## config.mk

```make
export PLATFORM = sky130hd
export DESIGN_NAME = exec_unit
export DESIGN_NICKNAME = d
export VERILOG_FILES = /design/src/hdl/exec_pkg.sv /design/src/hdl/sub_if.sv /design/src/hdl/sub_unit.sv /design/src/hdl/exec_unit.sv
export SDC_FILE = /design/constraint.sdc
export NUM_CORES = 1
export LEC_CHECK = 0
export BUFFER_PORTS_ARGS = -buffer_cell sky130_fd_sc_hd__buf_2
export CAP_MARGIN = 25
export CORE_MARGIN = 3
export CORE_UTILIZATION = 31
export CTS_BUF_LIST = sky130_fd_sc_hd__clkbuf_16
export CTS_CLUSTER_SIZE = 16
export DETAILED_ROUTE_END_ITERATION = 8
export PLACE_DENSITY = 0.52
export SKIP_LAST_GASP = 1
export SLEW_MARGIN = 20
export SYNTH_ARGS = -nofsm -noshare
export SYNTH_HDL_FRONTEND = slang
export SYNTH_SLANG_ARGS = --single-unit
```

## constraint.sdc

```tcl
create_clock -name core_clk -period 1.9 [get_ports core_clk]
set_input_delay 0.095 -clock core_clk [delete_from_list [all_inputs] [get_ports core_clk]]
set_output_delay 0.095 -clock core_clk [all_outputs]
set_load 0.05 [all_outputs]
```

## src/hdl/exec_pkg.sv

```systemverilog
// Constants for the subtract, decrement and watchdog-kick execute logic.
// Assumes an 8-bit core with 14-bit program words and a 7-bit file address.
package exec_pkg;
    localparam int DATA_W      = 8;
    localparam int ADDR_W      = 7;
    localparam int WORD_W      = 14;
    localparam int PRESCALE_W  = 8;

    localparam logic [13:0] KICK_WORD      = 14'h0064;
    localparam logic [5:0]  DEC_FILE_CODE  = 6'h03;
    localparam logic [5:0]  FILE_SUB_CODE  = 6'h02;
    localparam logic [4:0]  LIT_SUB_CODE   = 5'h1e;
    localparam int          OP6_POS        = 8;
    localparam int          OP5_POS        = 9;
    localparam int          DEST_POS       = 7;

    localparam logic [7:0]  ACC_RESET      = 8'h00;
    localparam logic [7:0]  WDOG_RESET     = 8'h00;
    localparam logic        EXPIRY_RESET   = 1'b1;
    localparam logic        SLEEP_RESET    = 1'b1;
    localparam logic        FLAG_RESET     = 1'b0;
    localparam logic [7:0]  DEC_STEP       = 8'h01;
endpackage

```

## src/hdl/sub_if.sv

```systemverilog
// Operand and result bundle between the execute top and its subtractor.
// Assumes purely combinational use inside one clock domain.
`timescale 1ns/1ps
interface sub_if;
    logic [7:0] minuend;
    logic [7:0] subtrahend;
    logic [7:0] difference;
    logic       noBorrow;
    logic       nibbleNoBorrow;
    logic       isZero;

    modport unit (input minuend, input subtrahend,
                  output difference, output noBorrow, output nibbleNoBorrow, output isZero);
    modport user (output minuend, output subtrahend,
                  input difference, input noBorrow, input nibbleNoBorrow, input isZero);
endinterface

```

## src/hdl/sub_unit.sv

```systemverilog
// Eight-bit subtractor with inverted-borrow flags.
// Assumes operands are stable within the cycle.
`timescale 1ns/1ps
module sub_unit (
    sub_if.unit port
);
    logic [8:0] full;
    logic [4:0] nibble;

    always_comb begin
        full   = {1'b0, port.minuend} - {1'b0, port.subtrahend};
        nibble = {1'b0, port.minuend[3:0]} - {1'b0, port.subtrahend[3:0]};
        port.difference     = full[7:0];
        port.noBorrow       = ~full[8];
        port.nibbleNoBorrow = ~nibble[4];
        port.isZero         = (full[7:0] == 8'h00);
    end
endmodule

```

## src/hdl/exec_unit.sv

```systemverilog
// Execute logic for watchdog kick, decrement file and the two subtracts.
// Assumes fileRdData holds the register addressed by instr[6:0] in the same cycle.
`timescale 1ns/1ps
module exec_unit (
    input  wire logic                          core_clk,
    input  wire logic                          nrst,
    input  wire logic                          instrValid,
    input  wire logic [exec_pkg::WORD_W-1:0]   instr,
    input  wire logic [exec_pkg::DATA_W-1:0]   fileRdData,
    input  wire logic                          watchdogRun,
    output logic      [exec_pkg::DATA_W-1:0]   acc,
    output logic                               fileWrEn,
    output logic      [exec_pkg::ADDR_W-1:0]   fileWrAddr,
    output logic      [exec_pkg::DATA_W-1:0]   fileWrData,
    output logic                               carryFlag,
    output logic                               nibbleNoBorrowFlag,
    output logic                               zeroFlag,
    output logic                               expiryFlag,
    output logic                               sleepFlag,
    output logic      [exec_pkg::DATA_W-1:0]   watchdogCounter,
    output logic      [exec_pkg::PRESCALE_W-1:0] prescaler
);
    logic [1:0] rstSync;
    logic       rstN;

    // Reset is released through two stages so the whole block leaves reset on one edge
    always_ff @(posedge core_clk or negedge nrst) begin
        if (!nrst) begin
            rstSync <= 2'h0;
        end else begin
            rstSync <= {rstSync[0], 1'b1};
        end
    end
    assign rstN = rstSync[1];

    sub_if subBus ();
    sub_unit uSub (
        .port (subBus)
    );

    logic isKick;
    logic isDecFile;
    logic isLitSub;
    logic isFileSub;
    logic dest;

    always_comb begin
        isKick    = instrValid && (instr == exec_pkg::KICK_WORD);
        isDecFile = instrValid && (instr[13:exec_pkg::OP6_POS] == exec_pkg::DEC_FILE_CODE);
        isLitSub  = instrValid && (instr[13:exec_pkg::OP5_POS] == exec_pkg::LIT_SUB_CODE);
        isFileSub = instrValid && (instr[13:exec_pkg::OP6_POS] == exec_pkg::FILE_SUB_CODE);
        dest      = instr[exec_pkg::DEST_POS];
    end

    always_comb begin
        if (isDecFile) begin
            subBus.minuend    = fileRdData;
            subBus.subtrahend = exec_pkg::DEC_STEP;
        end else if (isLitSub) begin
            subBus.minuend    = instr[7:0];
            subBus.subtrahend = acc;
        end else begin
            subBus.minuend    = fileRdData;
            subBus.subtrahend = acc;
        end
    end

    logic [7:0] next_acc;
    logic       next_fileWrEn;
    logic [6:0] next_fileWrAddr;
    logic [7:0] next_fileWrData;
    logic       next_carryFlag;
    logic       next_nibbleNoBorrowFlag;
    logic       next_zeroFlag;
    logic       next_expiryFlag;
    logic       next_sleepFlag;

    always_comb begin
        next_acc                = acc;
        next_fileWrEn           = 1'b0;
        next_fileWrAddr         = fileWrAddr;
        next_fileWrData         = fileWrData;
        next_carryFlag          = carryFlag;
        next_nibbleNoBorrowFlag = nibbleNoBorrowFlag;
        next_zeroFlag           = zeroFlag;
        next_expiryFlag         = expiryFlag;
        next_sleepFlag          = sleepFlag;
        if (isKick) begin
            next_expiryFlag = 1'b1;
            next_sleepFlag  = 1'b1;
        end else if (isDecFile || isFileSub) begin
            if (dest) begin
                next_fileWrEn   = 1'b1;
                next_fileWrAddr = instr[6:0];
                next_fileWrData = subBus.difference;
            end else begin
                next_acc = subBus.difference;
            end
            next_zeroFlag = subBus.isZero;
            if (isFileSub) begin
                next_carryFlag          = subBus.noBorrow;
                next_nibbleNoBorrowFlag = subBus.nibbleNoBorrow;
            end
        end else if (isLitSub) begin
            next_acc                = subBus.difference;
            next_zeroFlag           = subBus.isZero;
            next_carryFlag          = subBus.noBorrow;
            next_nibbleNoBorrowFlag = subBus.nibbleNoBorrow;
        end
    end

    always_ff @(posedge core_clk or negedge rstN) begin
        if (!rstN) begin
            acc                <= exec_pkg::ACC_RESET;
            fileWrEn           <= 1'b0;
            fileWrAddr         <= 7'h00;
            fileWrData         <= 8'h00;
            carryFlag          <= exec_pkg::FLAG_RESET;
            nibbleNoBorrowFlag <= exec_pkg::FLAG_RESET;
            zeroFlag           <= exec_pkg::FLAG_RESET;
            expiryFlag         <= exec_pkg::EXPIRY_RESET;
            sleepFlag          <= exec_pkg::SLEEP_RESET;
        end else begin
            acc                <= next_acc;
            fileWrEn           <= next_fileWrEn;
            fileWrAddr         <= next_fileWrAddr;
            fileWrData         <= next_fileWrData;
            carryFlag          <= next_carryFlag;
            nibbleNoBorrowFlag <= next_nibbleNoBorrowFlag;
            zeroFlag           <= next_zeroFlag;
            expiryFlag         <= next_expiryFlag;
            sleepFlag          <= next_sleepFlag;
        end
    end

    logic [7:0] next_watchdogCounter;
    logic [7:0] next_prescaler;

    // Kick beats a tick in the same cycle so a late kick never lets the count advance
    always_comb begin
        next_watchdogCounter = watchdogCounter;
        next_prescaler       = prescaler;
        if (isKick) begin
            next_watchdogCounter = exec_pkg::WDOG_RESET;
            next_prescaler       = 8'h00;
        end else if (watchdogRun) begin
            next_prescaler = prescaler + 8'h01;
            if (prescaler == 8'hff) begin
                next_watchdogCounter = watchdogCounter + 8'h01;
            end
        end
    end

    always_ff @(posedge core_clk or negedge rstN) begin
        if (!rstN) begin
            watchdogCounter <= exec_pkg::WDOG_RESET;
            prescaler       <= 8'h00;
        end else begin
            watchdogCounter <= next_watchdogCounter;
            prescaler       <= next_prescaler;
        end
    end

    kick_clear_a: assert property (@(posedge core_clk) disable iff (!rstN)
        isKick |=> (watchdogCounter == 8'h00) && (prescaler == 8'h00))
        else $error("Kick did not clear watchdog");

    kick_flags_a: assert property (@(posedge core_clk) disable iff (!rstN)
        isKick |=> expiryFlag && sleepFlag && (carryFlag == $past(carryFlag))
                   && (nibbleNoBorrowFlag == $past(nibbleNoBorrowFlag))
                   && (zeroFlag == $past(zeroFlag)) && (acc == $past(acc)))
        else $error("Kick flag update wrong");

    dec_acc_a: assert property (@(posedge core_clk) disable iff (!rstN)
        (isDecFile && !dest) |=> (acc == $past(fileRdData) - 8'h01) && !fileWrEn
                   && (zeroFlag == ($past(fileRdData) == 8'h01)))
        else $error("Decrement to accumulator wrong");

    dec_file_a: assert property (@(posedge core_clk) disable iff (!rstN)
        (isDecFile && dest) |=> fileWrEn && (fileWrData == $past(fileRdData) - 8'h01)
                   && (fileWrAddr == $past(instr[6:0])) && (carryFlag == $past(carryFlag))
                   && (zeroFlag == ($past(fileRdData) == 8'h01))
                   && (nibbleNoBorrowFlag == $past(nibbleNoBorrowFlag)) && (acc == $past(acc)))
        else $error("Decrement to file wrong");

    lit_sub_a: assert property (@(posedge core_clk) disable iff (!rstN)
        isLitSub |=> (acc == $past(instr[7:0]) - $past(acc)) && !fileWrEn)
        else $error("Literal subtract wrong");

    file_sub_a: assert property (@(posedge core_clk) disable iff (!rstN)
        isFileSub |=> ($past(dest) ? (fileWrEn && fileWrData == $past(fileRdData) - $past(acc))
                                   : (!fileWrEn && acc == $past(fileRdData) - $past(acc))))
        else $error("File subtract wrong");

    carry_borrow_a: assert property (@(posedge core_clk) disable iff (!rstN)
        (isLitSub || isFileSub) |=> carryFlag == ($past(subBus.minuend) >= $past(subBus.subtrahend)))
        else $error("Carry not inverted borrow");

    nibble_borrow_a: assert property (@(posedge core_clk) disable iff (!rstN)
        (isLitSub || isFileSub) |=>
            nibbleNoBorrowFlag == ($past(subBus.minuend[3:0]) >= $past(subBus.subtrahend[3:0])))
        else $error("Nibble flag wrong");

    one_cycle_a: assert property (@(posedge core_clk) disable iff (!rstN)
        !(isDecFile || isFileSub || isLitSub) |=> !fileWrEn)
        else $error("Stray file write");
endmodule

```

After elaboration in Yosys (flattened, before gate mapping)
Cells that the tools add are included.

Add/sub/neg operators: 4. Eq/ne operators: 7. Multiplexer cells: 22. Bitwise operators: 3. Reduce and logical (&&, ||, !) cells: 14.

Operator list (number): two-way mux 8 bit (11); adder 8 x 1 -> 8 bit (second input constant) (2); equality test 14 x 7 -> 1 bit (second input constant) (1); equality test 6 x 2 -> 1 bit (second input constant) (2); two-way mux 1 bit (11); AND reduction 3 bit (3); subtractor 8 x 8 -> 9 bit (1); equality test 8 bit (second input constant) (1); zero test 8 bit (1); nonzero test 2 bit (3); equality test 5 bit (second input constant) (1); subtractor 4 x 4 -> 5 bit (1); logical AND 1 bit (4); != test 2 bit (second input constant) (2); AND reduction 2 bit (2); NOT 1 bit (3); logical OR 1 bit (1).

Bits in registers: 45. Bits of input ports: 26. Output and inout bits: 45. Word-level logic and storage cells: 60.

Logic depth before layout (Yosys ltp)
Gate-level depths: netlist of run 1.

Depth in word-level cells: 8. Gate-level depth with buffers: 12. Mapped depth without buffers: 12.

Hierarchy
Synthesis of run 1 repeated with hierarchy kept, for this count alone.

Cell total of the unflattened synthesis: 227. Area, all modules: 2484.9 µm².

By module, submodules not included: exec_unit (instances 1, cells an instance 175, area an instance 2099.5 µm², sequential area each 1126.1 µm²); sub_unit (instances 1, cells an instance 52, area an instance 385.4 µm², sequential area each 0.0 µm²).

Worst setup path after synthesis of run 1
Ideal clock, no wire load.

Path type: input-to-reg. Start: input port instr[10] in the netlist's numbering. End: register acc[6] in the netlist's numbering. Library setup time: 0.125 ns. Data arrival time: 2.422 ns. Required time: 1.775 ns. Setup slack: -0.647 ns. Stages on the path: 9. Path buffers: 0. Path through: nand4_1 nor2_2 mux2_2 fa_1 a211oi_1 o21bai_1 a211oi_1 nor2_1 mux2_2.

Longest elaborated chain between the ends: 7. Elaborated cells between the ends (all ways): 20. Classes of those cells: 1 x add/sub; 5 x eq/ne; 6 x mux; 1 x bitwise; 7 x reduce/logical.

RTL lines: from (decl) (RTL line exec_unit.sv:8) `input wire logic [exec_pkg::WORD_W-1:0] instr,`; equality test 5 bit (RTL line exec_unit.sv:50) `isLitSub = instrValid && (instr[13:exec_pkg::OP5_POS] == exec_pkg::LIT_SUB_CODE);`; logical AND 1 bit (RTL line exec_unit.sv:50); two-way mux 8 bit (RTL line exec_unit.sv:59) `end else if (isLitSub) begin`; two-way mux 8 bit (RTL line exec_unit.sv:56) `if (isDecFile) begin`; subtractor 8 x 8 -> 9 bit (RTL line sub_unit.sv:11) `full = {1'b0, port.minuend} - {1'b0, port.subtrahend};`; two-way mux 8 bit (on tied branches) (RTL line exec_unit.sv:104, exec_unit.sv:92); two-way mux 8 bit (RTL line exec_unit.sv:91) `end else if (isDecFile || isFileSub) begin`; to (signal assigned) (RTL line exec_unit.sv:114) `acc <= exec_pkg::ACC_RESET;`; to (signal assigned) (RTL line exec_unit.sv:124) `acc <= next_acc;`; to (decl) (RTL line exec_unit.sv:11) `output logic [exec_pkg::DATA_W-1:0] acc,`.

Parallel ways exist; a longest one is shown, timed or not. The select of a mux whose other input is x is not followed. A chain may end at the register's enable or synchronous reset.

Worst setup path in the final report of run 1
Start: input port instr[13] in the netlist's numbering. End: register fileWrData[6] in the netlist's numbering.

Longest elaborated chain between the ends: 5. Elaborated cells between the ends (all ways): 15. Classes of those cells: 1 x add/sub; 4 x eq/ne; 3 x mux; 1 x bitwise; 6 x reduce/logical.

RTL lines: equality test 5 bit (RTL line exec_unit.sv:50); logical AND 1 bit (RTL line exec_unit.sv:50); two-way mux 8 bit (RTL line exec_unit.sv:59); two-way mux 8 bit (RTL line exec_unit.sv:56); subtractor 8 x 8 -> 9 bit (RTL line sub_unit.sv:11); to (signal assigned) (RTL line exec_unit.sv:127) `fileWrData <= next_fileWrData;`; to (decl) (RTL line exec_unit.sv:14) `output logic [exec_pkg::DATA_W-1:0] fileWrData,`.

Parallel ways exist; a longest one is shown, timed or not.

==> results of run 1 <==
cell type report:
type / count / area, um2
Inverter: 6 / 22.52
Multi-Input combinational cell: 172 / 1490
Fill cell: 711 / 3691
Tap cell: 99 / 123.9
Clock buffer: 5 / 125.1
Clock inverter: 3 / 42.54
Timing Repair Buffer: 118 / 785.8
Sequential cell: 45 / 1127
worst paths after layout:
path                                 endpoint  cells past startpoint        from
max in group asynchronous       fileWrData[5]                      1  rstSync[1]
min reg2reg                watchdogCounter[7]                      0  rstSync[1]
min in group asynchronous          rstSync[1]                      2        nrst
min                             fileWrAddr[1]                      2    instr[1]
max reg2reg                     fileWrData[6]                      9      acc[0]
max                             fileWrData[6]                     12   instr[13]
cell families after synthesis:
logic type      after synthesis  share of synthesized area (%)
simple gates                 80                          17.06
flops                        45                          46.39
compound gates               36                          9.948
mux                          26                          12.17
xor+xnor                     16                          5.773
fa+ha+maj                    11                          5.979
buf+inv                      11                          2.525
other cells                   1                         0.1545
cells in the final DEF (no fill, tap or decap), types with 3 or more instances in the layout:
master     instances
a21oi_1            3
a21oi_2            4
and3_1             3
buf_2             64
buf_4             42
buf_6              8
clkbuf_16          5
conb_1             3
dfrtp_1           44
ha_1               4
ha_4               5
inv_1              6
mux2_2            12
mux2_4            10
mux2i_1            3
nand2_1           17
nand4_1            9
nor2_1            29
nor2b_4            3
o21ai_0            6
o21ai_2            4
xnor2_1            4
xor2_1            11
layer usage:
layer	GRT usage (%)	up-vias	wire length [um]	part of all wire, %
li1	-	1044	-	-
met1	18.30	1040	2861	42
met2	27.60	53	3478	51
met3	3.187	9	351	5.2
met4	5.769	0	107	1.6
met5	0	-	0	0
stage by stage:
stage	setup TNS [ps]	area, um2
2_1_floorplan	-4040	2490
3_3_place_gp	-8041	3244
3_5_place_dp	-8281	3244
4_1_cts	-2218	3641
5_1_grt	-3935	3717
6_report	-2319	3717
worst max-delay path: cells and delay by family:
kind            cells  cell delay, ps
simple gates        3             500
compound gates      3             590
buf+inv             2             120
mux                 2             530
fa+ha+maj           2             580
flip-flops by register name, indices dropped and copies added (netlist names), 2 cells and up:
signal / flops
rstSync: 2
prescaler: 8
fileWrData: 8
fileWrAddr: 7
acc: 8
watchdogCounter: 8
report_power, final:
group	total, mW	internal (mW)	switching (mW)
logic	3.11	1.27	1.85
clock network	0.989	0.618	0.371
registers	1.41	1.20	0.208
total	5.51	3.08	2.43
what timing repair did:
action,4_1_cts,5_1_grt
setup endpoints to repair,13,14
hold buffers,1,0
hold endpoints to repair,2,0
pin swaps,20,24
buffers inserted,10,4
gates resized for setup,36,21
==> flow_metrics.py, run 1 <==
metrics = {
    "global_routing": {
        "grt_pass1_vias": 2229,
        "grt_overflow": 0,
        "grt_pass1_wl_um": 10670,
        "antenna_found_initial": 0,
        "grt_max_degree": 25,
        "grt_use_total_pct": 15.50,
    },
    "place": {
        "post-dp-hpwl_um": 5159,
        "place_ws_ps": -709.8,
        "port_buffers": 68,
        "dp_cells": 432,
        "globalplace.congestion": 0.8339,
    },
    "synth": {
        "synth_top_area_cell": "dfrtp_1",
        "synth.cell_area_um2": 2427,
        "synth_seq_cells": 45,
        "synthDistinctLibCells": 44,
        "seq_area_frac_synth_pct": 46.39,
        "synth.top_cell.area_share_pct": 46.39,
        "syn_inst": 226,
        "avgSynthCellArea_um2": 10.74,
        "ys_top_cells_by_area": "dfrtp_1 46%, mux2_2 9.3%, ha_1 5.2%",
        "synthArstFlopShare_pct": 100.0,
        "ys_top_cells_by_count": "45 x dfrtp_1, 29 x nor2_1, 20 x mux2_2, 19 x nand2_1, 13 x o21ai_0",
        "synth_warnings": 0,
        "synth_edf_count": 0,
        "synth_most_common_cell": "dfrtp_1",
        "synth_top_flop_cell": "dfrtp_1",
    },
    "critical_path": {
        "worst-setup-path-type": "input port to register",
        "crit_path_max_incr_delay_ps": 360,
        "critPathMaxFanout": 4,
        "slowest_stage": "fa_2",
        "crit_path_end_kind": "register",
        "worstPathRequired_ps": 2070,
        "path_cells": "buf_8, nand4_1, nor2_4, mux2i_2, ha_2, inv_2, fa_2, a211oi_2, o21bai_1, a211oi_1, nor2_1, mux2_4",
        "critPathArrivalTime_ps": 2400,
        "worstSetupStartpointType": "input port",
        "r2r_slack_ps": -240,
    },
    "routing": {
        "ant_nets": 0,
        "drt_iter0_markers": 33,
        "via_count": 2146,
        "dr.pass1.iters": 4,
        "wl_per_cell_um": 15.17,
        "drc_errors": 0,
        "routed_wl_um": 6797,
        "routed_via_density": 4.790,
    },
    "cells_and_area": {
        "final_cells": 448,
        "antenna_cells": 0,
        "postLayoutCoreUtil_pct": 50.18,
        "layout-drive-gt1-share_pct": 53.01,
        "final_nets": 385,
        "syn_to_final_growth_pct": 53.14,
    },
    "die": {
        "initial_core_util_pct": 32.76,
        "ios": 71,
        "die_h_um": 94.49,
        "die-area_um2": 8927,
        "die_x_um": 94.49,
        "core_um2": 7408,
        "rows": 31,
    },
    "pwr": {
        "power_density_nw_per_um2": 1482,
        "p_total_mw": 5.509,
        "vdd_ir_drop_max_uv": 771.4,
        "p_leak_nw": 1.849,
    },
    "run": {
        "maxCapViolCount": 0,
    },
    "clock_tree": {
        "clk_pin_slew_ps": 60,
        "clk_latency_ps": 290,
        "htree_num_levels": 2,
        "clockBufferDepth": 2,
        "clockRootBuffer": "clkbuf_16",
        "numCtsBuffers": 5,
        "cts_sinks": 45,
        "cts_tree": "built",
    },
    "timing": {
        "maxSlewViolCount": 0,
        "rsz0062_at_grt": "yes",
        "fin_crit_ps": 2230,
        "fin_skew_ps": 4.543,
        "finalHoldViolCount": 0,
        "fin_ws_ps": -329.7,
        "setup_viol": 12,
        "fmax_mhz": 448.5,
        "holdWs_ps": 88.60,
        "min_period_over_period_pct": 117.4,
    },
    "status": {
        "failed_checks": "negative setup slack",
        "outcome": "finished, violations left",
    },
    "min_path": {
        "hold_path_class": "input port to register",
    },
}
No activity file was read; power rests on OpenSTA's default activity.
==> run 2, diff against run 1 <==
Settings changed: ABC_AREA set to 1.
==> flow_metrics.py, run 2 <==
metrics = {
    "clock_tree": {
        "postCtsSetupBuffers": 0,
        "cts_tree": "built",
        "clk_pin_slew_ps": 60,
        "clk_latency_ps": 290,
        "clockBufferDepth": 2,
        "numCtsBuffers": 5,
        "clockRootBuffer": "clkbuf_16",
        "htree_num_levels": 2,
        "cts_sinks": 45,
    },
    "cells_and_area": {
        "layout_commonest_cell": "nand2_1",
        "final_nets": 491,
        "mostFrequentLayoutCells": "96 x nand2_1, 68 x buf_2, 48 x inv_1, 43 x dfrtp_1, 29 x buf_4",
        "syn_to_final_growth_pct": 32.81,
        "antenna_cells": 0,
        "layout-drive-gt1-share_pct": 33.19,
        "finalInstanceArea_um2": 3596,
    },
    "routing": {
        "routed_wl_um": 7094,
        "wl_met3_um": 399,
        "met1Wirelength_um": 3490,
        "drc_errors": 0,
        "top_layer": "met4",
        "drt_iter0_markers": 115,
        "routed_via_density": 4.618,
        "via_count": 2586,
        "wl_met2_um": 3123,
        "ant_nets": 0,
        "wl_per_cell_um": 12.67,
        "dr.pass1.iters": 4,
    },
    "synth": {
        "avgSynthCellArea_um2": 7.670,
        "ys_top_cells_by_area": "dfrtp_1 42%, nand2_1 14%, inv_1 6.8%",
        "synth_top_flop_cell": "dfrtp_1",
        "synth_edf_count": 0,
        "synth_seq_cells": 45,
        "synth_warnings": 0,
        "synth.top_cell.area_share_pct": 41.59,
        "synth_top_area_cell": "dfrtp_1",
        "synth.cell_area_um2": 2708,
        "synth_most_common_cell": "nand2_1",
        "seq_area_frac_synth_pct": 41.59,
        "syn_inst": 353,
        "synthArstFlopShare_pct": 100.0,
        "ys_top_cells_by_count": "100 x nand2_1, 49 x inv_1, 45 x dfrtp_1, 24 x nor2_1, 20 x nand3_1",
        "synthDistinctLibCells": 37,
    },
    "die": {
        "die_h_um": 99.46,
        "core_um2": 8341,
        "ios": 71,
        "die_x_um": 99.46,
        "rows": 33,
        "initial_core_util_pct": 32.46,
        "die-area_um2": 9891,
    },
    "timing": {
        "setup_viol": 1,
        "finalHoldViolCount": 0,
        "fin_ws_ps": -10.31,
        "rsz0062_at_grt": "yes",
        "min_period_over_period_pct": 100.5,
        "fin_skew_ps": 4.777,
        "fmax_mhz": 523.5,
        "fin_crit_ps": 1910,
        "maxSlewViolCount": 0,
        "fin_tns_setup_ps": -10.31,
    },
    "status": {
        "failed_checks": "negative setup slack",
        "outcome": "finished, violations left",
    },
    "critical_path": {
        "cp_top_family": "simple AND/OR/NAND/NOR gates",
        "critPathArrivalTime_ps": 2140,
        "worst-setup-path-type": "register to register",
        "cp_common_cell": "nand2_1",
        "critPathBufInv": 1,
        "crit_path_max_incr_delay_ps": 430,
        "worstSetupStartpointType": "register",
        "slowest_stage": "fa_1",
        "critPathMaxFanout": 2,
        "worstPathRequired_ps": 2130,
        "crit_path_end_kind": "register",
        "path_cells": "or2_4, ha_2, inv_2, fa_1, nor2_1, nand2_1, a21oi_2, nand3_1, nor2_1, nand2_1, nand2_1",
    },
    "place": {
        "globalplace.congestion": 0.8978,
        "post-dp-hpwl_um": 5659,
        "placed_area_um2": 3403,
        "port_buffers": 68,
    },
    "pwr": {
        "p_leak_nw": 2.032,
        "power_density_nw_per_um2": 1424,
        "vdd_ir_drop_max_uv": 856.8,
    },
    "global_routing": {
        "grt_max_degree": 26,
        "grt_use_total_pct": 15.06,
        "antenna_found_initial": 0,
        "grt_pass1_wl_um": 11990,
        "grt_overflow": 0,
        "grt_pass1_vias": 2517,
    },
    "min_path": {
        "hold_path_class": "input port to register",
    },
    "run": {
        "maxCapViolCount": 0,
    },
}
==> run 2: changes by cell type after synthesis, sizes merged, moves of 3 or more <==
cell and change:
a21oi +6, and3 -4, buf +3, inv +47, mux2 -22, mux2i -4
nand2 +85, nand3 +21, nor2b -4, nor3 +4, nor4 -3, o21ai +22
xnor2 -4, xor2 -8
==> run 2: metal layers <==
layer,global-route usage [%],vias up
met4,3.046,0
met5,0,-
li1,-,1338
met2,22.99,73
met3,3.506,7
met1,21.90,1168
==> run 2: area by class of cell <==
cell class / count / area (um2)
Inverter: 53 / 198.9
Sequential cell: 45 / 1129
Multi-Input combinational cell: 249 / 1379
Tap cell: 105 / 131.4
Timing Repair Buffer: 100 / 608.1
Fill cell: 870 / 4745
Clock buffer: 5 / 125.1
Clock inverter: 3 / 25.02
==> run 2: final timing paths <==
path	startpoint	to	slack, ps	depth (start not counted)
worst max-delay path	acc[0]	zeroFlag	-10	11
worst min-delay path	instr[6]	fileWrAddr[6]	100	3
worst max register to register	acc[0]	zeroFlag	-10	11
worst min register to register	rstSync[1]	fileWrData[6]	220	0
max in group asynchronous	rstSync[1]	fileWrAddr[6]	1190	1
min in group asynchronous	nrst	rstSync[1]	110	2
==> run 2: per-stage QoR <==
stage	cells	worst slack (ps)	power (mW)	hold slack, ps	utilization [%]
3_3_place_gp	551	-187.3	4.180	-118.0	40.80
5_1_grt	560	-152.8	5.533	112.2	43.11
4_1_cts	560	1.553	5.119	98.41	42.77
3_5_place_dp	551	-205.1	4.193	-118.7	40.80
6_report	560	-10.31	5.122	103.7	43.11
2_1_floorplan	355	-42.34	3.325	-200.6	-
==> run 2: cell families after synthesis <==
family                     share of synthesized area [%]
xor gates and xnor gates                           1.294
and+or+nand+nor                                    30.45
adders and majority gates                          5.360
AOI/OAI and AO/OA                                  11.51
other                                             0.1385
DFF                                                41.59
buffers and inverters                              9.658
==> run 2: where the power goes <==
| group | leakage (nW) | total, mW | switching (mW) | internal (mW) |
|---|---|---|---|---|
| sequential | 0.566 | 1.42 | 0.219 | 1.21 |
| clock | 0.0704 | 0.881 | 0.387 | 0.494 |
| combinational | 1.40 | 2.82 | 1.90 | 0.916 |
==> run 2: repair_timing <==
action | 4_1_cts | 5_1_grt
hold buffers | 1 | 0
endpoints found under the setup margin | 1 | 7
gates resized for setup | 1 | 10
hold endpoints to repair | 2 | 0
pin swaps | 0 | 2
==> run 2: worst register-to-register path: stages, from the launching register on <==
cell and delay, ps:
dfrtp_2 400, or2_4 220, ha_2 170, inv_2 60, fa_1 430, nor2_1 130
nand2_1 70, a21oi_2 120, nand3_1 80, nor2_1 80, nand2_1 50, nand2_1 50
==> run 3, diff against run 2 <==
Settings changed: CORE_ASPECT_RATIO set to 1.5, RECOVER_POWER set to 25.
==> flow_metrics.py, run 3 (synthesized netlist as in run 2, its figures left out) <==
metrics = {
    "timing": {
        "setup_viol": 1,
        "finalHoldViolCount": 0,
        "fin_crit_ps": 1902,
        "fin_skew_ps": 4.429,
        "fmax_mhz": 525.6,
        "worst_pin_slew_ps": 1086,
        "slew_headroom_pct": 27.59,
        "min_period_over_period_pct": 100.1,
        "fin_ws_ps": -2.418,
        "maxSlewViolCount": 0,
        "fin_tns_setup_ps": -2.418,
        "rsz0062_at_grt": "yes",
    },
    "global_routing": {
        "grt_overflow": 0,
        "grt_max_degree": 20,
        "grt_pass1_vias": 2682,
        "antenna_found_initial": 0,
        "grt_pass1_wl_um": 12460,
        "grt_use_total_pct": 16.62,
    },
    "critical_path": {
        "worstPathRequired_ps": 2130,
        "r2r.worst_path.cells": 11,
        "worst-setup-path-type": "register to register",
        "crit_path_end_kind": "register",
        "r2r-end": "zeroFlag",
        "critPathMaxFanout": 2,
        "r2r_slack_ps": -2,
        "worstSetupStartpointType": "register",
        "critPathArrivalTime_ps": 2130,
        "r2r-start": "acc[0]",
    },
    "pwr": {
        "p_sw_share_pct": 48.93,
        "clkPwrFrac_pct": 16.7,
        "vdd_ir_drop_max_uv": 619.2,
        "power_density_nw_per_um2": 1414,
        "p_comb_share_pct": 55.1,
        "switchingPower_mw": 2.477,
        "seq_power_share_pct": 28.3,
        "p_leak_nw": 2.015,
        "internal_power_mw": 2.586,
    },
    "clock_tree": {
        "clockRootBuffer": "clkbuf_16",
        "clk_pin_slew_ps": 60,
        "clockBufferDepth": 2,
        "clk_latency_ps": 290,
        "numCtsBuffers": 5,
        "cts_tree": "built",
        "htree_num_levels": 2,
        "cts_sinks": 45,
    },
    "routing": {
        "drt_iter0_markers": 114,
        "routed_wl_um": 7602,
        "drc_errors": 0,
        "via_count": 2580,
        "routed_via_density": 4.574,
        "wl_per_cell_um": 13.48,
        "dr.pass1.iters": 4,
        "ant_nets": 0,
    },
    "cells_and_area": {
        "layout_commonest_cell": "nand2_1",
        "layout-drive-gt1-share_pct": 32.82,
        "antenna_cells": 0,
        "final_nets": 493,
        "mostFrequentLayoutCells": "95 x nand2_1, 67 x buf_2, 47 x inv_1, 43 x dfrtp_1, 28 x buf_4",
        "syn_to_final_growth_pct": 32.21,
        "finalInstanceArea_um2": 3580,
    },
    "place": {
        "place_ws_ps": -223.4,
        "placed_area_um2": 3388,
        "post-dp-hpwl_um": 6220,
        "globalplace.congestion": 0.8443,
        "port_buffers": 68,
    },
    "die": {
        "die_x_um": 82.31,
        "die-area_um2": 9914,
        "ios": 71,
        "die_h_um": 120.5,
        "rows": 41,
        "initial_core_util_pct": 31.99,
        "core_um2": 8464,
    },
    "run": {
        "maxCapViolCount": 0,
    },
    "min_path": {
        "hold_path_class": "input port to asynchronous set/reset pin",
    },
    "status": {
        "failed_checks": "negative setup slack",
        "outcome": "finished, violations left",
    },
}
run 3: worst max-delay path by stage:
| stage | startpoint | to | cells after the start |
|---|---|---|---|
| floorplan | acc[0] | zeroFlag | 13 |
| global placement | instrValid | zeroFlag | 18 |
| detailed placement | instr[13] | zeroFlag | 18 |
| CTS | acc[0] | zeroFlag | 11 |
| global route | acc[0] | zeroFlag | 11 |
| finish | acc[0] | zeroFlag | 11 |
run 3: critical path, cell delays in order, from the launching register on:
cell	delay, ps
dfrtp_2	410
or2_4	220
ha_2	170
inv_2	70
fa_2	430
nor2_1	100
nand2_1	60
a21oi_1	110
nand3_1	90
nor2_1	90
nand2_1	50
nand2_1	50
run 3: routing by layer:
layer | track usage, % | up-vias | part of all wire [%]
li1 | - | 1332 | -
met1 | 18.11 | 1177 | 39
met2 | 30.27 | 58 | 53
met3 | 3.502 | 13 | 5.6
met4 | 6.341 | 0 | 2.6
met5 | 0 | - | 0
run 3: area by class of cell:
class / count / area (um2)
clock buffer: 5 / 125.1
multi-input combinational: 249 / 1395
timing repair buffer: 102 / 585.6
inverter: 53 / 198.9
sequential: 45 / 1129
tap: 107 / 133.9
clock inverter: 3 / 12.51
fill: 907 / 4885
run 3: through the flow:
stage,utilization (%),instances,hold WS [ps],total power [mW]
detailed placement,40.03,554,-116.2,4.163
CTS,41.77,563,106.2,5.024
global placement,40.03,554,-117.7,4.137
finish,42.29,564,106.2,5.063
floorplan,-,355,-200.6,3.325
global route,42.29,564,133.4,5.436
run 3: what timing repair did:
action / in CTS / in global routing
setup buffers: 0 / 1
hold endpoints to repair: 2 / 0
pin swaps: 1 / 4
hold buffers: 1 / 0
endpoints found under the setup margin: 1 / 8
gates resized for setup: 0 / 16
run 3: power by group through the flow:
stage / Combinational (mW) / Clock [mW] / Sequential (mW)
2_1_floorplan: 1.05 / 0 / 2.28
3_3_place_gp: 2.69 / 0 / 1.45
4_1_cts: 2.72 / 0.868 / 1.44
6_report: 2.79 / 0.843 / 1.43
3_5_place_dp: 2.71 / 0 / 1.45
5_1_grt: 3.07 / 0.900 / 1.47
